$ cat src/pitc_map.svh
// Register offsets, field positions, reset values and constants of the
// interrupt and trap controller. Assumes an 8-bit AXI4-Lite byte address.
`ifndef PITC_MAP_SVH
`define PITC_MAP_SVH

// ****************************************************************
// Register byte offsets
// ****************************************************************
`define PITC_CPU_STATUS_WORD_OFS 8'h00
`define PITC_CORE_CONTROL_WORD_OFS 8'h04
`define PITC_GLOBAL_CTRL_ONE_OFS 8'h08
`define PITC_GLOBAL_CTRL_TWO_OFS 8'h0C
`define PITC_REQUEST_FLAG_OFS 8'h10
`define PITC_SOURCE_ENABLE_OFS 8'h14
`define PITC_SOURCE_PRIORITY_OFS 8'h18
`define PITC_TAKEN_VECTOR_OFS 8'h28

// ****************************************************************
// Field positions
// ****************************************************************
`define PITC_LEVEL_LSB 5
`define PITC_TOP_BIT 3
`define PITC_NEST_DIS 15
`define PITC_OVA_FLAG 14
`define PITC_OVB_FLAG 13
`define PITC_COVA_FLAG 12
`define PITC_COVB_FLAG 11
`define PITC_OVA_EN 10
`define PITC_OVB_EN 9
`define PITC_COV_EN 8
`define PITC_SHIFT_FLAG 7
`define PITC_DIV0_FLAG 6
`define PITC_DMA_FLAG 5
`define PITC_MATH_FLAG 4
`define PITC_ADDR_FLAG 3
`define PITC_STACK_FLAG 2
`define PITC_OSC_FLAG 1
`define PITC_ALT_TABLE 15
`define PITC_NEW_LEVEL_LSB 8
`define PITC_CTRL_ONE_MASK 16'hFFFE
`define PITC_PRIO_MASK 16'h7777

// ****************************************************************
// Reset values and constants
// ****************************************************************
`define PITC_PRIO_WORD_RST 16'h4444
`define PITC_VEC_BASE 7'h08
`define PITC_EXT1_SRC 14
`define PITC_EXT2_SRC 15
`define PITC_RESP_OKAY 2'b00
`define PITC_RESP_SLVERR 2'b10

`endif

$ cat src/pitc_pkg.sv
// Types of the interrupt and trap controller.
// Assumes pitc_map.svh is compiled alongside.
package pitc_pkg;

  typedef struct packed {
    // Bus slave
    logic aw_have;
    logic w_have;
    logic [7:0] aw_addr;
    logic [15:0] w_data;
    logic [1:0] w_strb;
    logic awready;
    logic wready;
    logic bvalid;
    logic [1:0] bresp;
    logic arready;
    logic rvalid;
    logic [1:0] rresp;
    logic [15:0] rdata;
    // Priority state
    logic [2:0] cpu_priority_level;
    logic cpu_level_top_bit;
    logic [15:0] global_ctrl_one;
    logic alternate_table_select;
    logic [2:0] ext_edge_polarity;
    logic [15:0] request_flag_regs;
    logic [15:0] source_enable_regs;
    logic [3:0][15:0] source_priority_regs;
    logic [6:0] taken_vector_number;
    logic [3:0] new_level_field;
    // External pin synchroniser and edge stage
    logic [2:0] sync1;
    logic [2:0] sync2;
    logic [2:0] sync3;
    // Core side
    logic irq_req;
    logic [6:0] irq_vector;
    logic [3:0] irq_level;
  } pitc_state_t;

endpackage

$ cat src/pitc_ctrl.sv
// Priority interrupt and trap controller with an AXI4-Lite register slave.
// Assumes peripheral requests and trap events are one-cycle pulses on aclk;
// external request pins are asynchronous and are synchronised here.
`include "pitc_map.svh"
`timescale 1ns/1ps
`default_nettype none

module pitc_ctrl
  import pitc_pkg::*;
(
  // Clock and reset
  input wire logic aclk,
  input wire logic aresetn,
  // AXI4-Lite write address
  input wire logic awvalid,
  output logic awready,
  input wire logic [7:0] awaddr,
  // AXI4-Lite write data
  input wire logic wvalid,
  output logic wready,
  input wire logic [31:0] wdata,
  input wire logic [3:0] wstrb,
  // AXI4-Lite write response
  output logic bvalid,
  input wire logic bready,
  output logic [1:0] bresp,
  // AXI4-Lite read address
  input wire logic arvalid,
  output logic arready,
  input wire logic [7:0] araddr,
  // AXI4-Lite read data
  output logic rvalid,
  input wire logic rready,
  output logic [31:0] rdata,
  output logic [1:0] rresp,
  // Interrupt sources
  input wire logic [15:0] periph_req,
  input wire logic [2:0] ext_irq_pin,
  // Trap events from the core
  input wire logic trap_ovf_a,
  input wire logic trap_ovf_b,
  input wire logic trap_cat_a,
  input wire logic trap_cat_b,
  input wire logic trap_shift,
  input wire logic trap_div0,
  input wire logic trap_dma,
  input wire logic trap_addr,
  input wire logic trap_stack,
  input wire logic trap_osc,
  // Core side
  output logic irq_req,
  output logic [6:0] irq_vector,
  output logic [3:0] irq_level,
  input wire logic irq_ack,
  output logic alternate_table_select
);

  pitc_state_t st_reg;
  pitc_state_t st_next;

  // ****************************************************************
  // Helpers
  // ****************************************************************
  function automatic logic [15:0] merge16(input logic [15:0] old, input logic [15:0] val,
                                          input logic [1:0] strb);
    logic [15:0] r;
    r = old;
    if (strb[0]) begin
      r[7:0] = val[7:0];
    end
    if (strb[1]) begin
      r[15:8] = val[15:8];
    end
    return r;
  endfunction

  logic [15:0] src_evt;
  logic [15:0] trap_set;
  logic math_evt;
  logic trap_evt;
  logic [3:0] cur_level;
  logic win_found;
  logic [3:0] win_idx;
  logic [2:0] win_prio;
  logic [2:0] prio_i;
  logic [15:0] wval;
  logic [15:0] rval;
  logic r_ok;
  logic w_ok;
  logic do_write;
  logic [2:0] ext_edge;

  // ****************************************************************
  // Next-state logic
  // ****************************************************************
  always_comb begin
    st_next = st_reg;

    // External pins: sync2 is the first stage any logic may look at
    st_next.sync1 = ext_irq_pin;
    st_next.sync2 = st_reg.sync1;
    st_next.sync3 = st_reg.sync2;
    for (int e = 0; e < 3; e++) begin
      // Polarity 1 takes the falling edge, 0 the rising edge
      ext_edge[e] = st_reg.ext_edge_polarity[e] ? (st_reg.sync3[e] & ~st_reg.sync2[e])
                                                : (st_reg.sync2[e] & ~st_reg.sync3[e]);
    end
    src_evt = periph_req;
    src_evt[0] = periph_req[0] | ext_edge[0];
    src_evt[`PITC_EXT1_SRC] = periph_req[`PITC_EXT1_SRC] | ext_edge[1];
    src_evt[`PITC_EXT2_SRC] = periph_req[`PITC_EXT2_SRC] | ext_edge[2];

    // Trap status events, gated by their enables where they have one
    math_evt = trap_shift | trap_div0;
    trap_set = '0;
    trap_set[`PITC_OVA_FLAG] = trap_ovf_a & st_reg.global_ctrl_one[`PITC_OVA_EN];
    trap_set[`PITC_OVB_FLAG] = trap_ovf_b & st_reg.global_ctrl_one[`PITC_OVB_EN];
    trap_set[`PITC_COVA_FLAG] = trap_cat_a & st_reg.global_ctrl_one[`PITC_COV_EN];
    trap_set[`PITC_COVB_FLAG] = trap_cat_b & st_reg.global_ctrl_one[`PITC_COV_EN];
    trap_set[`PITC_SHIFT_FLAG] = trap_shift;
    trap_set[`PITC_DIV0_FLAG] = trap_div0;
    trap_set[`PITC_DMA_FLAG] = trap_dma;
    trap_set[`PITC_MATH_FLAG] = math_evt;
    trap_set[`PITC_ADDR_FLAG] = trap_addr;
    trap_set[`PITC_STACK_FLAG] = trap_stack;
    trap_set[`PITC_OSC_FLAG] = trap_osc;
    trap_evt = |trap_set;

    // Arbitration: strict compare keeps the lower vector on a tie
    cur_level = {st_reg.cpu_level_top_bit, st_reg.cpu_priority_level};
    win_found = 1'b0;
    win_idx = 4'h0;
    win_prio = 3'h0;
    for (int i = 0; i < 16; i++) begin
      prio_i = st_reg.source_priority_regs[i / 4][(i % 4) * 4 +: 3];
      if (st_reg.request_flag_regs[i] && st_reg.source_enable_regs[i]
          && ({1'b0, prio_i} > cur_level)
          && (!win_found || prio_i > win_prio)) begin
        win_found = 1'b1;
        win_idx = 4'(i);
        win_prio = prio_i;
      end
    end
    st_next.irq_req = win_found;
    st_next.irq_vector = `PITC_VEC_BASE + {3'h0, win_idx};
    st_next.irq_level = {1'b0, win_prio};

    // Write channel: address and data may arrive in either order
    if (awvalid && st_reg.awready) begin
      st_next.aw_have = 1'b1;
      st_next.aw_addr = awaddr;
    end
    if (wvalid && st_reg.wready) begin
      st_next.w_have = 1'b1;
      st_next.w_data = wdata[15:0];
      st_next.w_strb = wstrb[1:0];
    end
    do_write = st_reg.aw_have && st_reg.w_have;
    w_ok = 1'b0;
    wval = st_reg.w_data;
    if (do_write) begin
      w_ok = 1'b1;
      case (st_reg.aw_addr)
        `PITC_CPU_STATUS_WORD_OFS: begin
          if (!st_reg.global_ctrl_one[`PITC_NEST_DIS] && st_reg.w_strb[0]) begin
            st_next.cpu_priority_level = wval[`PITC_LEVEL_LSB +: 3];
          end
        end
        `PITC_CORE_CONTROL_WORD_OFS: begin
          // Software may only clear the top bit, never set it
          if (st_reg.w_strb[0] && !wval[`PITC_TOP_BIT]) begin
            st_next.cpu_level_top_bit = 1'b0;
          end
        end
        `PITC_GLOBAL_CTRL_ONE_OFS: begin
          st_next.global_ctrl_one = merge16(st_reg.global_ctrl_one, wval, st_reg.w_strb)
                                    & `PITC_CTRL_ONE_MASK;
        end
        `PITC_GLOBAL_CTRL_TWO_OFS: begin
          if (st_reg.w_strb[1]) begin
            st_next.alternate_table_select = wval[`PITC_ALT_TABLE];
          end
          if (st_reg.w_strb[0]) begin
            st_next.ext_edge_polarity = wval[2:0];
          end
        end
        `PITC_REQUEST_FLAG_OFS: begin
          st_next.request_flag_regs = merge16(st_reg.request_flag_regs, wval, st_reg.w_strb);
        end
        `PITC_SOURCE_ENABLE_OFS: begin
          st_next.source_enable_regs = merge16(st_reg.source_enable_regs, wval, st_reg.w_strb);
        end
        `PITC_TAKEN_VECTOR_OFS: begin
          // Read-only; the write is accepted and dropped
        end
        default: begin
          w_ok = 1'b0;
          for (int k = 0; k < 4; k++) begin
            if (st_reg.aw_addr == `PITC_SOURCE_PRIORITY_OFS + 8'(k * 4)) begin
              w_ok = 1'b1;
              st_next.source_priority_regs[k] = merge16(st_reg.source_priority_regs[k], wval,
                                                        st_reg.w_strb) & `PITC_PRIO_MASK;
            end
          end
        end
      endcase
      st_next.aw_have = 1'b0;
      st_next.w_have = 1'b0;
      st_next.bvalid = 1'b1;
      st_next.bresp = w_ok ? `PITC_RESP_OKAY : `PITC_RESP_SLVERR;
    end else if (st_reg.bvalid && bready) begin
      st_next.bvalid = 1'b0;
    end

    // Hardware sets win over a software clear in the same cycle
    st_next.request_flag_regs = st_next.request_flag_regs | src_evt;
    st_next.global_ctrl_one = st_next.global_ctrl_one | trap_set;
    if (trap_evt) begin
      st_next.cpu_level_top_bit = 1'b1;
    end

    // Acceptance by the core latches the winner and raises the level
    // Nesting disable freezes only software writes, not this update
    if (irq_ack && st_reg.irq_req) begin
      st_next.taken_vector_number = st_reg.irq_vector;
      st_next.new_level_field = st_reg.irq_level;
      st_next.cpu_priority_level = st_reg.irq_level[2:0];
    end

    // Ready stays low while a response waits, so one write at most is in flight
    st_next.awready = !st_next.aw_have && !st_next.bvalid;
    st_next.wready = !st_next.w_have && !st_next.bvalid;

    // Read channel
    r_ok = 1'b1;
    rval = 16'h0000;
    case (araddr)
      `PITC_CPU_STATUS_WORD_OFS: rval[`PITC_LEVEL_LSB +: 3] = st_reg.cpu_priority_level;
      `PITC_CORE_CONTROL_WORD_OFS: rval[`PITC_TOP_BIT] = st_reg.cpu_level_top_bit;
      `PITC_GLOBAL_CTRL_ONE_OFS: rval = st_reg.global_ctrl_one;
      `PITC_GLOBAL_CTRL_TWO_OFS: rval = {st_reg.alternate_table_select, 12'h000,
                                         st_reg.ext_edge_polarity};
      `PITC_REQUEST_FLAG_OFS: rval = st_reg.request_flag_regs;
      `PITC_SOURCE_ENABLE_OFS: rval = st_reg.source_enable_regs;
      `PITC_TAKEN_VECTOR_OFS: rval = {4'h0, st_reg.new_level_field, 1'b0, st_reg.taken_vector_number};
      default: begin
        r_ok = 1'b0;
        for (int k = 0; k < 4; k++) begin
          if (araddr == `PITC_SOURCE_PRIORITY_OFS + 8'(k * 4)) begin
            r_ok = 1'b1;
            rval = st_reg.source_priority_regs[k];
          end
        end
      end
    endcase
    if (arvalid && st_reg.arready) begin
      st_next.rvalid = 1'b1;
      st_next.rdata = rval;
      st_next.rresp = r_ok ? `PITC_RESP_OKAY : `PITC_RESP_SLVERR;
    end else if (st_reg.rvalid && rready) begin
      st_next.rvalid = 1'b0;
    end
    st_next.arready = !st_next.rvalid;
  end

  // ****************************************************************
  // State register
  // ****************************************************************
  always_ff @(posedge aclk) begin
    if (!aresetn) begin
      st_reg <= '0;
      st_reg.source_priority_regs <= {4{`PITC_PRIO_WORD_RST}};
    end else begin
      st_reg <= st_next;
    end
  end

  assign awready = st_reg.awready;
  assign wready = st_reg.wready;
  assign bvalid = st_reg.bvalid;
  assign bresp = st_reg.bresp;
  assign arready = st_reg.arready;
  assign rvalid = st_reg.rvalid;
  assign rdata = {16'h0000, st_reg.rdata};
  assign rresp = st_reg.rresp;
  assign irq_req = st_reg.irq_req;
  assign irq_vector = st_reg.irq_vector;
  assign irq_level = st_reg.irq_level;
  assign alternate_table_select = st_reg.alternate_table_select;
endmodule

`default_nettype wire

$ cat config.mk
export PLATFORM = sky130hd
export DESIGN_NAME = pitc_ctrl
export DESIGN_NICKNAME = d
export VERILOG_FILES = /design/src/pitc_pkg.sv /design/src/pitc_ctrl.sv
export VERILOG_INCLUDE_DIRS = /design/src
export SDC_FILE = /design/constraint.sdc
export NUM_CORES = 1
export LEC_CHECK = 0
export BUFFER_PORTS_ARGS = -buffer_cell sky130_fd_sc_hd__buf_2
export CAP_MARGIN = 20
export CORE_MARGIN = 5
export CORE_UTILIZATION = 53
export DETAILED_ROUTE_END_ITERATION = 10
export PLACE_DENSITY_LB_ADDON = 0.08
export SYNTH_ARGS = -nofsm -noshare
export SYNTH_HDL_FRONTEND = slang
export SYNTH_SLANG_ARGS = --single-unit
$ cat constraint.sdc
create_clock -name aclk -period 21.2 [get_ports aclk]
set_input_delay 3.18 -clock aclk [delete_from_list [all_inputs] [get_ports aclk]]
set_output_delay 3.18 -clock aclk [all_outputs]
set_load 0.01 [all_outputs]
==> run summary <==
Power Total = 0.7180 mW
ys flop type = dfxtp_1
worst setup margin = 0.8874 ns
largest net degree at the start of global routing = 105
Fin Hold WS = 0.4374 ns
Crit-path slowest cell = dfxtp_2
Final ANT Viol Nets = 0
area of the multi-input gates = 6929 µm²
Worst path max stage delay = 0.37 ns
Startpoint Class = flop
final core utilization = 0.6235
CTS tree = yes
die outline width = 153.8 µm
Synth-to-Final Area Change = 15.44%
grt ovf = 0
final RePlAce weighted congestion = 0.8982
post-DP HPWL = 25280 µm
I/O pin count = 143
status = finished, final reports clean
Die Y = 153.8 µm
Initial DRC Count = 803
FF+latch area = 3607 µm²
Final nets = 1546
Placement Cell Area = 11540 µm²
Top cell by count, worst path = ha_1
routed wire length = 34040 µm
WP data arrival = 20.64 ns
synthesized area per cell = 8.572 µm²
Slew @ Worst Pin = 1.136 ns
leakage power = 5.789 nW
register area share after synthesis = 0.3287
hold buffer count at CTS = 0
maximum vdd drop = 0.00004753 V
GR Util All Layers = 0.2744
row cnt = 52
synthesized area = 10960 µm²
fin area = 12660 µm²
worst clock skew = 0.01369 ns
fmax = 49.23 MHz
setup violators final = 0
crit path kind = flop to flop
Mapped Cells = 1279
Final Hold Fails = 0
PortBufs = 103
relative slew slack = 0.2426
Avg WL per Cell = 20.59 µm
Synth Register Bits = 180
fin crit share = 0.9581
total CTS buffers = 17
vias per cell = 5.966
Period minus WS final = 20.31 ns
dpl ws = -0.1593 ns
Residual DRC = 0
clock root buffer = clkbuf_16
number of global-route vias before repair = 8972
proportion of layout cells with a drive suffix above 1 = 0.2061
Max FO, Critical Path = 8
clk sinks = 180
hold crit path type = flop to flop
pwr/cell area = 56.74 nW/µm²
Max Transition Viols Final = 0
H-Tree Depth = 4
antenna cell count = 0
Initial Util = 0.5401
Critical Path RT = 21.53 ns
Worst-path clk slew = 0.07 ns
crit end category = flop
FILL cells = 1839
Distinct cells, synth = 85
DIE AREA = 23660 µm²
ys async rst share = 0
DR pass1 iterations = 7
initial antenna violation count = 0
first-pass GRT wire length = 51050 µm
Post-synth EDFFs = 0
Yosys warnings = 0
area of the core = 20300 µm²
clock buffer depth = 2
detailed-route via count = 9862
worst skew pair latency = 0.44 ns
max FFs per register = 118
# Max-Cap Violations = 0
-- final timing paths --
kind / startpoint / end / slack, ns / cells past startpoint
max: cur_level[1] / irq_vector[1] / 0.89 / 114
min: st_next[17] / st_next[14] / 0.44 / 1
max reg2reg: cur_level[1] / irq_vector[1] / 0.89 / 114
min reg2reg: st_next[17] / st_next[14] / 0.44 / 1
-- placed cells by master, fill, tap and decap left out, types with 9 or more instances in the layout --
cell and instances:
buf_4 51, o21ai_2 9, nand2_1 137, a211oi_1 13, o21ai_1 13, nor2b_1 13
a31oi_1 14, buf_2 103, conb_1 21, a311oi_1 9, inv_1 68, nor2_1 106
and3_1 11, nand3_1 20, and2_1 16, a21oi_1 107, nor3_1 20, clkbuf_16 17
dfxtp_1 177, a22oi_1 13, o21a_1 14, a21o_1 17, a221oi_1 12, a222oi_1 13
a22o_1 14, ha_1 80, mux2i_1 100, o21ai_0 28, nand3b_1 16
-- worst max-delay path: cells and delay by family, from the launching register on --
family	cells	cell delay [ns]
AO/OA/AOI/OAI	68	11.14
adder cells (fa/ha/maj)	17	4.65
multiplexers	2	0.70
flip-flops	1	0.37
AND/OR/NAND/NOR	18	2.32
buffers and inverters	9	1.00
-- cell usage after synthesis (3+ instances only) --
library cell	instances	area, µm²
a32oi_1	4	35.03
nand3_1	21	105.1
a22oi_1	14	105.1
nor2_1	109	409.1
a221oi_1	12	105.1
a31oi_1	15	93.84
a222oi_1	13	130.1
a211oi_1	15	112.6
nand3b_1	16	120.1
nor3_1	21	105.1
a21oi_1	113	565.5
o311ai_1	3	26.28
o21ai_0	39	195.2
and3b_1	4	35.03
inv_1	70	262.8
a21o_1	17	127.6
nand2_1	139	521.8
o21ai_1	11	55.05
nor2b_1	15	93.84
nor4_1	3	18.77
nor3b_1	4	30.03
a311oi_1	9	78.83
clkbuf_1	54	202.7
a22o_1	14	122.6
mux2_2	5	56.30
and3_1	11	68.82
dfxtp_1	180	3603
a41oi_1	3	26.28
mux2i_1	101	1011
nand2b_1	7	43.79
and2_1	17	106.4
o21a_1	16	120.1
ha_1	87	1089
o211a_1	4	40.04
buf_4	47	352.8
a31oi_2	3	37.54
-- per-layer routing --
layer | wire length [µm] | global-route usage | part of all wire | vias up
li1 | - | - | - | 4754
met1 | 14920 | 0.3758 | 0.44 | 4697
met2 | 15790 | 0.4399 | 0.46 | 344
met3 | 2136 | 0.04384 | 0.063 | 67
met4 | 1192 | 0.09714 | 0.035 | 0
met5 | 0 | 0 | 0 | -
-- final cells by class --
class,count,share of cell area
multi-input combinational,944,0.5475
sequential,180,0.2850
timing repair buffer,156,0.07276
clock buffer,19,0.03500
tap,270,0.02669
inverter,71,0.02126
clock inverter,13,0.01176
-- cells by family (layout without fill, tap and decap cells) --
| logic type | after synthesis | count (layout) | share of synthesized area |
|---|---|---|---|
| AOI/OAI and AO/OA | 348 | 348 | 0.2313 |
| adders and majority gates | 88 | 88 | 0.1003 |
| buffers and inverters | 175 | 259 | 0.07749 |
| DFF | 180 | 180 | 0.3287 |
| muxes | 106 | 106 | 0.09735 |
| other | 1 | 21 | 0.0003421 |
| and+or+nand+nor | 381 | 381 | 0.1645 |
-- repair_timing --
action,in CTS,in global routing
resized for setup,4,75
buffers inserted,3,20
pin swaps,3,33
setup endpoints to repair,8,8
-- power breakdown --
part | internal [mW] | switching [mW]
logic | 0.0163 | 0.0255
clock network | 0.179 | 0.139
registers | 0.347 | 0.0112
total | 0.542 | 0.176
-- through the flow --
step,TNS [ns],cells
floorplan,0,1299
global placement,0,1598
detailed placement,-0.8100,1598
CTS,0,1633
global route,-1.219,1653
finish,0,1653
(Power assumes the default switching activity.)
